**config.mk**
```make
export PLATFORM = sky130hd
export DESIGN_NAME = mem_instr_unit
export DESIGN_NICKNAME = d
export VERILOG_FILES = /design/src/mem_instr_pkg.sv /design/src/agu_if.sv /design/src/addr_hint_decode.sv /design/src/mem_instr_unit.sv
export SDC_FILE = /design/constraint.sdc
export NUM_CORES = 1
export LEC_CHECK = 0
export BUFFER_PORTS_ARGS = -buffer_cell sky130_fd_sc_hd__buf_2
export CORE_AREA = 2 2 140 142
export DETAILED_ROUTE_END_ITERATION = 12
export DIE_AREA = 0 0 142 144
export GPL_TIMING_DRIVEN = 0
export PLACE_DENSITY = 0.72
export SETUP_SLACK_MARGIN = 0.3
export SYNTH_ARGS = -nofsm -noshare
export SYNTH_HDL_FRONTEND = slang
export SYNTH_SLANG_ARGS = --single-unit
```
**constraint.sdc**
```tcl
create_clock -name pclk -period 2 [get_ports pclk]
set_clock_uncertainty 0.1 [all_clocks]
set_input_delay 0.4 -clock pclk [delete_from_list [all_inputs] [get_ports pclk]]
set_output_delay 0.4 -clock pclk [all_outputs]
set_load 0.03 [all_outputs]
```
**src/mem_instr_pkg.sv**
```systemverilog
// Shared constants and types of the memory-side instruction unit.
// Assumes a single core clock and an APB register port with 32-bit data.
package mem_instr_pkg;

    // =========================================================================
    // Register map
    localparam logic [11:0] ADDR_CTRL       = 12'h000;
    localparam logic [11:0] ADDR_STATUS     = 12'h004;
    localparam int          CTRL_PREFETCH_INSTR_EN    = 0;
    localparam int          CTRL_ERR_REPORT = 1;
    localparam logic [1:0]  CTRL_RESET      = 2'h1;
    localparam int          STAT_LINK       = 0;
    localparam int          STAT_BUSY       = 1;
    localparam int          STAT_EXC_LSB    = 4;

    // =========================================================================
    // Prefetch hints
    localparam logic [4:0] HINT_LOAD           = 5'h00;
    localparam logic [4:0] HINT_STORE          = 5'h01;
    localparam logic [4:0] HINT_LOAD_STREAMED  = 5'h04;
    localparam logic [4:0] HINT_STORE_STREAMED = 5'h05;
    localparam logic [4:0] HINT_LOAD_RETAINED  = 5'h06;
    localparam logic [4:0] HINT_STORE_RETAINED = 5'h07;
    localparam logic [4:0] HINT_WB_INVALIDATE  = 5'h19;

    // =========================================================================
    // Operation kinds and exception codes
    localparam logic [1:0] UNUSABLE_COP = 2'h0;
    localparam int         CCA_W        = 3;

    typedef enum logic [1:0] {OP_CACHE, OP_LL, OP_PREFETCH_INSTR} op_e;

    typedef enum logic [3:0] {
        EXC_NONE,
        EXC_TLB_REFILL,
        EXC_TLB_INVALID,
        EXC_ADDR_ERR,
        EXC_RESERVED,
        EXC_WATCH,
        EXC_COP_UNUSABLE,
        EXC_BUS_ERR,
        EXC_CACHE_ERR
    } exc_e;

endpackage

```
**src/agu_if.sv**
```systemverilog
// Address and hint signals between the unit and its decoder.
// Assumes the decoder is purely combinational.
`timescale 1ns/100ps
interface agu_if;
    logic [31:0] base;
    logic [15:0] offset;
    logic [4:0]  hint;
    logic [31:0] ea;
    logic        misaligned;
    logic        hint_fetch;
    logic        hint_store;
    logic        hint_stream;
    logic        hint_retain;
    logic        hint_wbinv;
    logic        hint_nop;
    modport agu  (input base, offset, hint,
                  output ea, misaligned, hint_fetch, hint_store, hint_stream,
                  hint_retain, hint_wbinv, hint_nop);
    modport user (output base, offset, hint,
                  input ea, misaligned, hint_fetch, hint_store, hint_stream,
                  hint_retain, hint_wbinv, hint_nop);
endinterface

```
**src/addr_hint_decode.sv**
```systemverilog
// Effective address former and prefetch hint decoder.
// Assumes inputs are stable for the cycle in which they are used.
`timescale 1ns/100ps
module addr_hint_decode
(
    agu_if.agu a
);
    // =========================================================================
    // Address formation
    assign a.ea         = a.base + {{16{a.offset[15]}}, a.offset};
    assign a.misaligned = |a.ea[1:0];

    // =========================================================================
    // Hint classes
    wire is_load   = a.hint == mem_instr_pkg::HINT_LOAD;
    wire is_store  = a.hint == mem_instr_pkg::HINT_STORE;
    wire ld_stream = a.hint == mem_instr_pkg::HINT_LOAD_STREAMED;
    wire st_stream = a.hint == mem_instr_pkg::HINT_STORE_STREAMED;
    wire ld_retain = a.hint == mem_instr_pkg::HINT_LOAD_RETAINED;
    wire st_retain = a.hint == mem_instr_pkg::HINT_STORE_RETAINED;

    assign a.hint_stream = ld_stream | st_stream;
    assign a.hint_retain = ld_retain | st_retain;
    assign a.hint_store  = is_store | st_stream | st_retain;
    assign a.hint_fetch  = is_load | is_store | a.hint_stream | a.hint_retain;
    assign a.hint_wbinv  = a.hint == mem_instr_pkg::HINT_WB_INVALIDATE;
    // Reserved values and the unsupported prepare-for-store hint do nothing.
    assign a.hint_nop    = ~(a.hint_fetch | a.hint_wbinv);
endmodule // addr_hint_decode

```
**src/mem_instr_unit.sv**
```systemverilog
// Execution of cache maintenance, linked load and prefetch instructions.
// Assumes translation, cache lookup and bus read are answered by outside logic.
`timescale 1ns/100ps
module mem_instr_unit
#(
    parameter int ADDR_W = 12
)
(
    input  wire logic                         pclk,
    input  wire logic                         presetn,
    input  wire logic                         psel,
    input  wire logic                         penable,
    input  wire logic                         pwrite,
    input  wire logic [ADDR_W-1:0]            paddr,
    input  wire logic [31:0]                  pwdata,
    input  wire logic [3:0]                   pstrb,
    output logic      [31:0]                  prdata,
    output logic                              pready,
    output logic                              pslverr,
    input  wire logic                         issue_valid,
    input  wire mem_instr_pkg::op_e           issue_kind,
    input  wire logic [31:0]                  issue_base,
    input  wire logic [15:0]                  issue_offset,
    input  wire logic [4:0]                   issue_field,
    input  wire logic [4:0]                   issue_target_gpr,
    input  wire logic                         issue_reserved,
    input  wire logic                         cp0_usable,
    input  wire logic                         eret,
    output logic                              instr_ready,
    output logic                              xl_req,
    output logic      [31:0]                  xl_vaddr,
    input  wire logic                         xl_ack,
    input  wire logic [31:0]                  xl_paddr,
    input  wire logic [mem_instr_pkg::CCA_W-1:0] xl_cca,
    input  wire logic                         xl_uncached,
    input  wire logic                         xl_refill,
    input  wire logic                         xl_invalid,
    input  wire logic                         xl_addr_err,
    input  wire logic                         xl_watch,
    input  wire logic                         line_hit,
    input  wire logic                         line_dirty,
    input  wire logic                         line_locked,
    output logic                              rd_req,
    output logic      [31:0]                  mem_addr,
    output logic      [mem_instr_pkg::CCA_W-1:0] rd_cca,
    output logic                              rd_prefetch,
    output logic                              rd_store_intent,
    output logic                              rd_streamed,
    output logic                              rd_retained,
    input  wire logic                         rd_ack,
    input  wire logic [31:0]                  rd_data,
    input  wire logic                         rd_err,
    output logic                              wbinv_req,
    output logic                              cop_req,
    output logic      [4:0]                   cop_op,
    input  wire logic                         bus_err_in,
    input  wire logic                         cache_err_in,
    input  wire logic                         err_from_prefetch_instr,
    output logic                              gpr_we,
    output logic      [4:0]                   gpr_idx,
    output logic      [31:0]                  gpr_wdata,
    output logic                              link_flag,
    output logic                              exc_valid,
    output mem_instr_pkg::exc_e               exc_code,
    output logic      [1:0]                   exc_cop
);
    typedef enum logic [1:0] {S_IDLE, S_XLATE, S_LOAD} state_e;

    state_e              state_q;
    state_e              state_d;
    mem_instr_pkg::op_e  kind_q;
    mem_instr_pkg::exc_e exc_d;
    mem_instr_pkg::exc_e last_exc_q;
    logic [4:0]          field_q;
    logic [4:0]          rt_q;
    logic [1:0]          ctrl_q;
    logic                pready_q;
    logic [31:0]         prdata_q;
    logic                pslverr_q;
    logic                ready_q;
    logic                xl_req_q;
    logic [31:0]         xl_vaddr_q;
    logic                rd_req_q;
    logic [31:0]         mem_addr_q;
    logic [2:0]          rd_cca_q;
    logic [3:0]          rd_kind_q;
    logic                wbinv_q;
    logic                cop_req_q;
    logic                gpr_we_q;
    logic [31:0]         gpr_wdata_q;
    logic                link_q;
    logic                exc_valid_q;
    mem_instr_pkg::exc_e exc_code_q;
    logic [1:0]          exc_cop_q;

    agu_if ag ();

    addr_hint_decode u_decode
    (
        .a (ag)
    );

    assign ag.base   = issue_base;
    assign ag.offset = issue_offset;
    assign ag.hint   = field_q;

    // =========================================================================
    // APB slave: two-cycle access phase, unmapped addresses answer with error
    wire        apb_acc  = psel & penable & ~pready_q;
    wire        apb_wr   = psel & penable & pready_q & pwrite;
    wire        sel_ctrl = paddr == ADDR_W'(mem_instr_pkg::ADDR_CTRL);
    wire        sel_stat = paddr == ADDR_W'(mem_instr_pkg::ADDR_STATUS);
    wire [31:0] stat_val = {24'h000000, last_exc_q, 2'h0, ~ready_q, link_q};
    wire [31:0] rd_mux   = sel_ctrl ? {30'h0, ctrl_q}
                         : sel_stat ? stat_val : 32'h00000000;

    always_ff @(posedge pclk or negedge presetn)
    begin
        if (!presetn)
        begin
            pready_q  <= 1'b0;
            prdata_q  <= 32'h00000000;
            pslverr_q <= 1'b0;
        end
        else
        begin
            pready_q  <= apb_acc;
            prdata_q  <= (apb_acc & ~pwrite) ? rd_mux : 32'h00000000;
            pslverr_q <= apb_acc & ~(sel_ctrl | sel_stat);
        end
    end

    always_ff @(posedge pclk or negedge presetn)
    begin
        if (!presetn)
            ctrl_q <= mem_instr_pkg::CTRL_RESET;
        else if (apb_wr & sel_ctrl & pstrb[0])
            ctrl_q <= pwdata[1:0];
    end

    // =========================================================================
    // Issue decode
    wire take     = issue_valid & ready_q;
    wire cp_fault = take & (issue_kind == mem_instr_pkg::OP_CACHE) & ~cp0_usable;
    wire ll_issue = take & (issue_kind == mem_instr_pkg::OP_LL);
    wire ri_fault = ll_issue & issue_reserved;
    wire al_fault = ll_issue & ~issue_reserved & ag.misaligned;
    wire go_xl    = take & ~cp_fault & ~ri_fault & ~al_fault;

    // =========================================================================
    // Translation answer handling
    wire ack      = (state_q == S_XLATE) & xl_ack;
    wire tr_fault = xl_refill | xl_invalid | xl_addr_err;
    wire is_pf    = kind_q == mem_instr_pkg::OP_PREFETCH_INSTR;
    wire is_ll    = kind_q == mem_instr_pkg::OP_LL;
    wire is_co    = kind_q == mem_instr_pkg::OP_CACHE;
    // A faulting or uncached prefetch is dropped silently.
    wire pf_ok    = ack & is_pf & ctrl_q[mem_instr_pkg::CTRL_PREFETCH_INSTR_EN] & ~tr_fault
                  & ~xl_uncached & ~ag.hint_nop & ~(line_hit & line_locked);
    wire pf_fetch = pf_ok & ag.hint_fetch;
    wire pf_wbinv = pf_ok & ag.hint_wbinv & line_hit & line_dirty;
    wire ll_go    = ack & is_ll & ~tr_fault & ~xl_watch;
    wire co_go    = ack & is_co & ~tr_fault;
    wire ld_done  = (state_q == S_LOAD) & rd_ack;
    wire err_rep  = ctrl_q[mem_instr_pkg::CTRL_ERR_REPORT] | ~err_from_prefetch_instr;

    always_comb
    begin
        exc_d = mem_instr_pkg::EXC_NONE;
        if (cp_fault)
            exc_d = mem_instr_pkg::EXC_COP_UNUSABLE;
        else if (ri_fault)
            exc_d = mem_instr_pkg::EXC_RESERVED;
        else if (al_fault)
            exc_d = mem_instr_pkg::EXC_ADDR_ERR;
        else if (ack & ~is_pf & xl_refill)
            exc_d = mem_instr_pkg::EXC_TLB_REFILL;
        else if (ack & ~is_pf & xl_invalid)
            exc_d = mem_instr_pkg::EXC_TLB_INVALID;
        else if (ack & ~is_pf & xl_addr_err)
            exc_d = mem_instr_pkg::EXC_ADDR_ERR;
        else if (ack & is_ll & xl_watch)
            exc_d = mem_instr_pkg::EXC_WATCH;
        else if (ld_done & rd_err)
            exc_d = mem_instr_pkg::EXC_BUS_ERR;
        else if (bus_err_in & err_rep)
            exc_d = mem_instr_pkg::EXC_BUS_ERR;
        else if (cache_err_in & err_rep)
            exc_d = mem_instr_pkg::EXC_CACHE_ERR;
    end

    always_comb
    begin
        state_d = state_q;
        case (state_q)
            S_IDLE:  if (go_xl) state_d = S_XLATE;
            S_XLATE: if (ack) state_d = ll_go ? S_LOAD : S_IDLE;
            S_LOAD:  if (rd_ack) state_d = S_IDLE;
            default: state_d = S_IDLE;
        endcase
    end

    // =========================================================================
    // Sequencer registers
    always_ff @(posedge pclk or negedge presetn)
    begin
        if (!presetn)
        begin
            state_q    <= S_IDLE;
            ready_q    <= 1'b0;
            kind_q     <= mem_instr_pkg::OP_CACHE;
            field_q    <= 5'h00;
            rt_q       <= 5'h00;
            xl_req_q   <= 1'b0;
            xl_vaddr_q <= 32'h00000000;
        end
        else
        begin
            state_q  <= state_d;
            ready_q  <= state_d == S_IDLE;
            xl_req_q <= go_xl;
            if (go_xl)
            begin
                kind_q     <= issue_kind;
                field_q    <= issue_field;
                rt_q       <= issue_target_gpr;
                xl_vaddr_q <= ag.ea;
            end
        end
    end

    // =========================================================================
    // Memory and cache requests
    always_ff @(posedge pclk or negedge presetn)
    begin
        if (!presetn)
        begin
            rd_req_q   <= 1'b0;
            mem_addr_q <= 32'h00000000;
            rd_cca_q   <= 3'h0;
            rd_kind_q  <= 4'h0;
            wbinv_q    <= 1'b0;
            cop_req_q  <= 1'b0;
        end
        else
        begin
            // The linked load is a plain read: no snoop or invalidate goes out.
            rd_req_q  <= ll_go | pf_fetch;
            wbinv_q   <= pf_wbinv;
            cop_req_q <= co_go;
            if (ack)
            begin
                mem_addr_q <= {xl_paddr[31:2], 2'h0};
                rd_cca_q   <= xl_cca;
                rd_kind_q  <= {pf_fetch, pf_fetch & ag.hint_store,
                               pf_fetch & ag.hint_stream, pf_fetch & ag.hint_retain};
            end
        end
    end

    // =========================================================================
    // Register writeback, link flag and exceptions
    always_ff @(posedge pclk or negedge presetn)
    begin
        if (!presetn)
        begin
            gpr_we_q    <= 1'b0;
            gpr_wdata_q <= 32'h00000000;
            link_q      <= 1'b0;
        end
        else
        begin
            gpr_we_q <= ld_done & ~rd_err;
            if (ld_done)
                gpr_wdata_q <= rd_data;
            // A new linked load wins over a simultaneous return from exception.
            if (ld_done & ~rd_err)
                link_q <= 1'b1;
            else if (eret)
                link_q <= 1'b0;
        end
    end

    always_ff @(posedge pclk or negedge presetn)
    begin
        if (!presetn)
        begin
            exc_valid_q <= 1'b0;
            exc_code_q  <= mem_instr_pkg::EXC_NONE;
            exc_cop_q   <= 2'h0;
            last_exc_q  <= mem_instr_pkg::EXC_NONE;
        end
        else
        begin
            exc_valid_q <= exc_d != mem_instr_pkg::EXC_NONE;
            exc_code_q  <= exc_d;
            exc_cop_q   <= mem_instr_pkg::UNUSABLE_COP;
            if (exc_d != mem_instr_pkg::EXC_NONE)
                last_exc_q <= exc_d;
        end
    end

    // =========================================================================
    // Outputs
    assign prdata          = prdata_q;
    assign pready          = pready_q;
    assign pslverr         = pslverr_q;
    assign instr_ready     = ready_q;
    assign xl_req          = xl_req_q;
    assign xl_vaddr        = xl_vaddr_q;
    assign rd_req          = rd_req_q;
    assign mem_addr        = mem_addr_q;
    assign rd_cca          = rd_cca_q;
    assign rd_prefetch     = rd_kind_q[3];
    assign rd_store_intent = rd_kind_q[2];
    assign rd_streamed     = rd_kind_q[1];
    assign rd_retained     = rd_kind_q[0];
    assign wbinv_req       = wbinv_q;
    assign cop_req         = cop_req_q;
    assign cop_op          = field_q;
    assign gpr_we          = gpr_we_q;
    assign gpr_idx         = rt_q;
    assign gpr_wdata       = gpr_wdata_q;
    assign link_flag       = link_q;
    assign exc_valid       = exc_valid_q;
    assign exc_code        = exc_code_q;
    assign exc_cop         = exc_cop_q;

    // =========================================================================
    // Assertions
    cop_unusable_a: assert property (@(posedge pclk) disable iff (!presetn)
        cp_fault |=> exc_valid && exc_code == mem_instr_pkg::EXC_COP_UNUSABLE && !xl_req)
        else $error("cache op without coprocessor access did not fault");
    ea_form_a: assert property (@(posedge pclk) disable iff (!presetn)
        go_xl |=> xl_req && xl_vaddr == $past(issue_base) + {{16{$past(issue_offset[15])}},
                                                 $past(issue_offset)})
        else $error("effective address wrong");
    ll_write_a: assert property (@(posedge pclk) disable iff (!presetn)
        ld_done && !rd_err |=> gpr_we && gpr_wdata == $past(rd_data) && gpr_idx == rt_q)
        else $error("linked load data not written");
    link_set_a: assert property (@(posedge pclk) disable iff (!presetn)
        ld_done && !rd_err |=> link_flag ##1 (link_flag || $past(eret)))
        else $error("link flag not set");
    ll_align_a: assert property (@(posedge pclk) disable iff (!presetn)
        al_fault |=> exc_valid && exc_code == mem_instr_pkg::EXC_ADDR_ERR && !xl_req && !rd_req)
        else $error("misaligned linked load not refused");
    prefetch_instr_noexc_a: assert property (@(posedge pclk) disable iff (!presetn)
        ack && is_pf && !bus_err_in && !cache_err_in |=> !exc_valid)
        else $error("prefetch raised an exception");
    prefetch_instr_uncached_a: assert property (@(posedge pclk) disable iff (!presetn)
        ack && is_pf && xl_uncached |=> !rd_req && !wbinv_req)
        else $error("uncached prefetch issued memory operation");
    prefetch_instr_nostall_a: assert property (@(posedge pclk) disable iff (!presetn)
        ack && is_pf |=> instr_ready && state_q == S_IDLE)
        else $error("prefetch stalled the pipeline");
    prefetch_instr_locked_a: assert property (@(posedge pclk) disable iff (!presetn)
        ack && is_pf && line_hit && line_locked |=> !rd_req && !wbinv_req)
        else $error("prefetch touched a locked line");

endmodule // mem_instr_unit

```
Word level (Yosys, flattened, before mapping) --
Cells that the tools add are included.
Storage, ports and cells: output and inout port bits 161, register bits 143, word-level logic and storage cells 142, input bits 198
Cells by class: equality and inequality tests 12, bitwise operators 77, reduce and logical (&&, ||, !) cells 9, add/sub/neg operators 1, multiplexer cells 20
Operators with widths (count):
- $and 1x1->1 | 48
- $mux 4 | 10
- $add 32x32->32 | 1
- $mux 8 | 3
- $eq 5x3->1 const B | 4
- $not 1->1 | 16
- $or 1x1->1 | 13
- $eq 12x3->1 const B | 1
- $logic_not 12->1 | 1
- $logic_not 2->1 | 4
- $mux 2 | 4
- $eq 2x1->1 const B | 3
- $pmux 2 s3 | 1
- $eq 5x1->1 const B | 1
- $eq 5x5->1 const B | 1
- $logic_not 5->1 | 1
- $eq 2x2->1 const B | 2
- $reduce_bool 4->1 | 1
- $mux 1 | 2
- $reduce_bool 2->1 | 1
- $reduce_or 2->1 | 1

Logic depth before layout (Yosys ltp) --
depth after elaboration 14, gate-level depth with buffers 11, mapped depth without buffers 9

By module --
A second synthesis with hierarchy kept.
Unflattened totals: cell total of the unflattened synthesis 687, area, all modules 7593.5 um^2
By module, submodules not included:
- mem_instr_unit | cells an instance 458, area an instance 5884.4 um^2, times used 1
- addr_hint_decode | cells an instance 229, area an instance 1709.1 um^2, times used 1

Worst setup path after synthesis --
Ideal clock, no wire load.
path type input to register, from in issue_base[0], to reg xl_vaddr_q[26], in the netlist xl_vaddr[26], path buffers 3, path slack -0.806 ns, arrival time 2.640 ns, required time 1.834 ns, setup time 0.066 ns, stages 11, cells stage by stage ha_1 fa_1 o21ai_0 nor3_1 or3_1 buf_2 inv_1 clkbuf_1 clkbuf_1 nand3_1 nand2_1
On the way: longest elaborated chain between the ends 5
Ends and longest elaborated chain:
- start, declared | line mem_instr_unit.sv:22 | input wire logic [31:0] issue_base,
- $add 32x32->32 | line addr_hint_decode.sv:10 | assign a.ea = a.base + {{16{a.offset[15]}}, a.offset};
- net ag.ea[1] | line agu_if.sv:8 | logic [31:0] ea;
- $reduce_or 2->1 | line addr_hint_decode.sv:11 | assign a.misaligned = |a.ea[1:0];
- $and 1x1->1 | line mem_instr_unit.sv:147 | wire al_fault = ll_issue & ~issue_reserved & ag.misaligned;
- $not 1->1 | line mem_instr_unit.sv:148 | wire go_xl = take & ~cp_fault & ~ri_fault & ~al_fault;
- $and 1x1->1 | line mem_instr_unit.sv:148
- end signal, assigned | line mem_instr_unit.sv:227 | xl_vaddr_q <= ag.ea;
- end, declared | line mem_instr_unit.sv:82 | logic [31:0] xl_vaddr_q;
The timed path passes the listed nets, and every way through them passes these cells. A chain may end at the register's enable or synchronous reset.

Worst setup path in the final report --
from in issue_offset[0], to reg xl_vaddr_q[28], in the netlist xl_vaddr[28]
On the way: longest elaborated chain between the ends 5
Ends and longest elaborated chain:
- start, declared | line mem_instr_unit.sv:23 | input wire logic [15:0] issue_offset,
- $add 32x32->32 * | line addr_hint_decode.sv:10
- $reduce_or 2->1 | line addr_hint_decode.sv:11
- $and 1x1->1 | line mem_instr_unit.sv:147
- $not 1->1 | line mem_instr_unit.sv:148
- $and 1x1->1 | line mem_instr_unit.sv:148
Every way passes the cells marked *; elsewhere a longest branch is shown, timed or not.

==> Flow_metrics.wiki <==
{| class="wikitable"
! Metric !! Value
|-
| Run status || finished, violations left
|-
| Violations in the final reports || setup timing
|-
| Final count of hold timing violations || 0
|-
| Total die area || around 20000 um2
|-
| Top area cells in the synthesized netlist || sky130_fd_sc_hd__dfrtp_1 47%, sky130_fd_sc_hd__nand2_1 10%, sky130_fd_sc_hd__mux2_2 5.5%, sky130_fd_sc_hd__ha_1 5.3%, sky130_fd_sc_hd__o21ai_0 3.1%
|-
| Routed wire length on met3 || ~1300 um
|-
| Most used flip-flop cell after synthesis || sky130_fd_sc_hd__dfrtp_1
|-
| Library cell occupying the most area in the post-synthesis netlist || sky130_fd_sc_hd__dfrtp_1
|-
| Via-to-Cell Ratio || about 5
|-
| Vias in the first global route || between 6000 and 7000
|-
| Endpoint of the worst register-to-register path || xl_vaddr[28]$_DFFE_PN0P_
|-
| Post-Route M1 WL || around 9600 um
|-
| Root Buffer || sky130_fd_sc_hd__clkbuf_16
|-
| Clock tree from TritonCTS || yes
|-
| Post-route DRC violation count || 0
|-
| Fraction of final layout cells sized beyond drive strength 1 || 50.5%
|-
| CP max FO || 4
|-
| Leading cell type in the layout, fill and taps excluded || sky130_fd_sc_hd__buf_2
|-
| CP endpoint kind || flip-flop
|-
| Commonest cells after routing, fill and taps aside || 287 x sky130_fd_sc_hd__buf_2, 158 x sky130_fd_sc_hd__nand2_1, 138 x sky130_fd_sc_hd__dfrtp_1, 62 x sky130_fd_sc_hd__buf_4, 36 x sky130_fd_sc_hd__a21oi_1
|-
| Total GRT Usage || 22.2%
|-
| Maximum number of pins on one net before global-route repair || 90
|-
| Amount of wire on met2 after detailed routing || approximately 13000 um
|-
| Register-to-register path setup slack || -200 ps
|-
| Leakage power figure || approximately 6.2 nW
|-
| Final setup viols || 48
|-
| Worst setup slack after layout || -416 ps
|-
| Via Count || 7221
|-
| Global placer's final weighted congestion || between 0.8 and 0.9
|-
| Worst R2R Start || instr_ready$_DFF_PN0_
|-
| Nets || approximately 1400
|-
| Crit path capture || xl_vaddr[28]$_DFFE_PN0P_
|-
| Number of synthesized flops with an enable pin || 0
|-
| Number of placement rows || a little over 50
|-
| Global-route wire length before repair || between 30000 and 40000 um
|-
| Post-layout min period || 2420 ps
|-
| Detailed placement HPWL || 17100 um
|-
| Worst supply voltage drop on vdd || between 0.0005 and 0.0006 V
|-
| Fraction of registers with async set/reset || between 90% and 100%
|-
| Max clock buf depth || 2
|-
| DRT Wirelength || ~24000 um
|-
| Core ar. || 19100 um2
|-
| Routed length per instance || 17.0 um
|-
| Required time of the worst setup path || about 2200 ps
|-
| Final critical-path share of the clock period || 121%
|-
| Post-synth top area share || between 40% and 50%
|-
| Worst Setup Start Kind || input pin
|-
| Max frequency || ~410 MHz
|-
| Worst hold path class || input pin to flip-flop
|-
| Clock Pin Slew Worst Setup and Hold Paths || about 70 ps
|-
| Pwr dens || about 1100 nW/um2
|-
| First-pass detailed-route iteration total || 4
|-
| Worst Setup SP || issue_offset[0]
|-
| Global route total overflow || 0
|-
| Least-Margin Pin Slew || just under 900 ps
|-
| Setup Slack @ Placement || -1120 ps
|-
| Synth Register Bits || 141
|-
| Final setup TNS || -11880 ps
|-
| RSZ-0062 raised after global routing || yes
|-
| Number of CTS-inserted buffers || 17
|-
| DRC marker count from the first detailed-route iteration || just over 300
|-
| Number of port buffers || 293
|-
| Worst-case headroom to the max-slew limit || between 40% and 50%
|-
| Post-route ant nets || 0
|-
| Highest routed layer || met5
|-
| Mean area per synthesized cell || roughly 9.4 um2
|-
| Synthesis-to-finish area growth || 59.0%
|-
| CTS sink cnt || between 100 and 150
|-
| Number of max-capacitance violations reported || 0
|-
| Initial antenna violation count || 5
|-
| Number of top-level pins || 359
|-
| Die Y || 144 um
|-
| Tot Pwr || 12.5 mW
|-
| Number of H-tree branching levels || 4
|-
| Crit path DAT || 2630 ps
|-
| Number of different library cells in the post-synthesis netlist || between 60 and 70
|-
| Initial cell density of the core || between 30% and 40%
|-
| Source-to-sink clock delay at the later pin of the worst-skew pair || between 400 and 500 ps
|-
| Number of slew-limit violations in the final report || 0
|-
| Seq/Total Area, Yosys || a little under half
|-
| Netlist area before placement || between 7000 and 8000 um2
|-
| Type of the setup path with the least slack || input pin to flip-flop
|-
| Die Span X || about 140 um
|-
| R2r worst-path depth || 8
|-
| Mapped Cells || between 700 and 800
|-
| Number of synthesis warnings || 0
|}
==> routing by layer <==
metal,track usage [%],up-vias
li1,-,3494
met1,25.3,3426
met2,41.2,256
met3,5.17,41
met4,7.05,4
met5,0,-
==> worst min-delay path by stage <==
stage | from | endpoint | cells after the start
after floorplan | presetn | cop_op[0]$_DFFE_PN0P_ | 0
after global placement | kind_q[1]$_DFFE_PN0P_ | cop_req$_DFF_PN0_ | 1
after detailed placement | presetn | mem_addr[14]$_DFFE_PN0N_ | 1
after CTS | rd_err | gpr_we$_DFF_PN0_ | 2
after global routing | rd_err | gpr_we$_DFF_PN0_ | 2
final | rd_err | gpr_we$_DFF_PN0_ | 2
==> state kept, by name, indices dropped and copies added, names as in the netlist, 2 cells and up <==
| register | count |
|---|---|
| gpr_wdata | 32 |
| cop_op | 5 |
| xl_vaddr | 32 |
| kind_q | 2 |
| gpr_idx | 5 |
| last_exc_q | 4 |
| mem_addr | 30 |
| ctrl_q | 2 |
| exc_code | 4 |
| rd_cca | 3 |
| rd_kind_q | 4 |
| state_q | 2 |
| prdata | 6 |
==> cell usage after synthesis, types with 3 or more instances <==
cell,instances
sky130_fd_sc_hd__mux2i_1,3
sky130_fd_sc_hd__a21oi_1,45
sky130_fd_sc_hd__nor4_1,6
sky130_fd_sc_hd__or4_1,5
sky130_fd_sc_hd__a211oi_1,4
sky130_fd_sc_hd__nand2b_1,4
sky130_fd_sc_hd__o21bai_1,6
sky130_fd_sc_hd__nor2b_1,3
sky130_fd_sc_hd__xor2_1,9
sky130_fd_sc_hd__o21ai_0,46
sky130_fd_sc_hd__or3_1,4
sky130_fd_sc_hd__nand2_1,198
sky130_fd_sc_hd__nor2_1,39
sky130_fd_sc_hd__xnor2_1,13
sky130_fd_sc_hd__dfrtp_1,140
sky130_fd_sc_hd__buf_4,30
sky130_fd_sc_hd__nand3b_1,3
sky130_fd_sc_hd__clkbuf_1,20
sky130_fd_sc_hd__a21o_1,8
sky130_fd_sc_hd__and2_1,6
sky130_fd_sc_hd__o21a_1,5
sky130_fd_sc_hd__a211o_1,5
sky130_fd_sc_hd__a41o_1,3
sky130_fd_sc_hd__nand4_1,15
sky130_fd_sc_hd__mux2_2,36
sky130_fd_sc_hd__inv_1,23
sky130_fd_sc_hd__ha_1,31
sky130_fd_sc_hd__buf_2,5
sky130_fd_sc_hd__buf_1,5
sky130_fd_sc_hd__o211ai_1,8
sky130_fd_sc_hd__o31ai_1,4
sky130_fd_sc_hd__nand3_1,11
sky130_fd_sc_hd__nor3_1,10
==> report_power, final <==
part	leakage (nW)	switching (mW)	internal, mW
Combinational	4.16	3.42	1.99
Clock	0.254	1.34	1.62
Sequential	1.81	0.527	3.63
Total	6.23	5.29	7.24
==> through the flow <==
step                hold slack (ps)  utilization [%]  cell area, um2  cells
global placement                339             50.0            9540   1348
detailed placement              296             50.2            9570   1349
finish                         60.9             61.5           11700   1442
CTS                            41.6             57.9           11100   1424
floorplan                      4.41                -            7770    817
global route                   57.4             61.5           11700   1441
==> worst max-delay path: stages <==
cell                      delay [ps]
sky130_fd_sc_hd__buf_6           100
sky130_fd_sc_hd__ha_4            150
sky130_fd_sc_hd__fa_2            330
sky130_fd_sc_hd__a21o_1          180
sky130_fd_sc_hd__a221o_1         360
sky130_fd_sc_hd__a21bo_2         230
sky130_fd_sc_hd__a311o_2         400
sky130_fd_sc_hd__a22oi_2         200
sky130_fd_sc_hd__mux2i_1         210
sky130_fd_sc_hd__nand2_1          60
==> repair_timing <==
action	CTS	global route
pin swaps	58	28
gates cloned	7	4
endpoints found under the hold margin	52	0
gates resized for setup	133	132
setup endpoints to repair	103	111
hold buffers	1	0
setup buffers	36	11
==> area by class of cell <==
cell class              count  area [um2]
inverters                  23        93.8
diodes                      3        7.51
clock buffers              17         425
well taps                 238         298
multi-input cells         593        4410
flip-flops and latches    141        3530
plain buffers              60         583
repair buffers            353        2270
clock inverters            14         126
fillers                  1574        7340
==> cell families after synthesis <==
logic type                 count (synthesis)  synth area share, %
buffers and inverters                     83                 5.83
other                                      1               0.0508
xor gates and xnor gates                  22                 2.61
adders and majority gates                 32                 5.53
AOI/OAI and AO/OA                        156                 13.6
and+or+nand+nor                          314                 18.6
DFF                                      141                 47.8
muxes                                     39                 5.90
(Power assumes the default switching activity.)
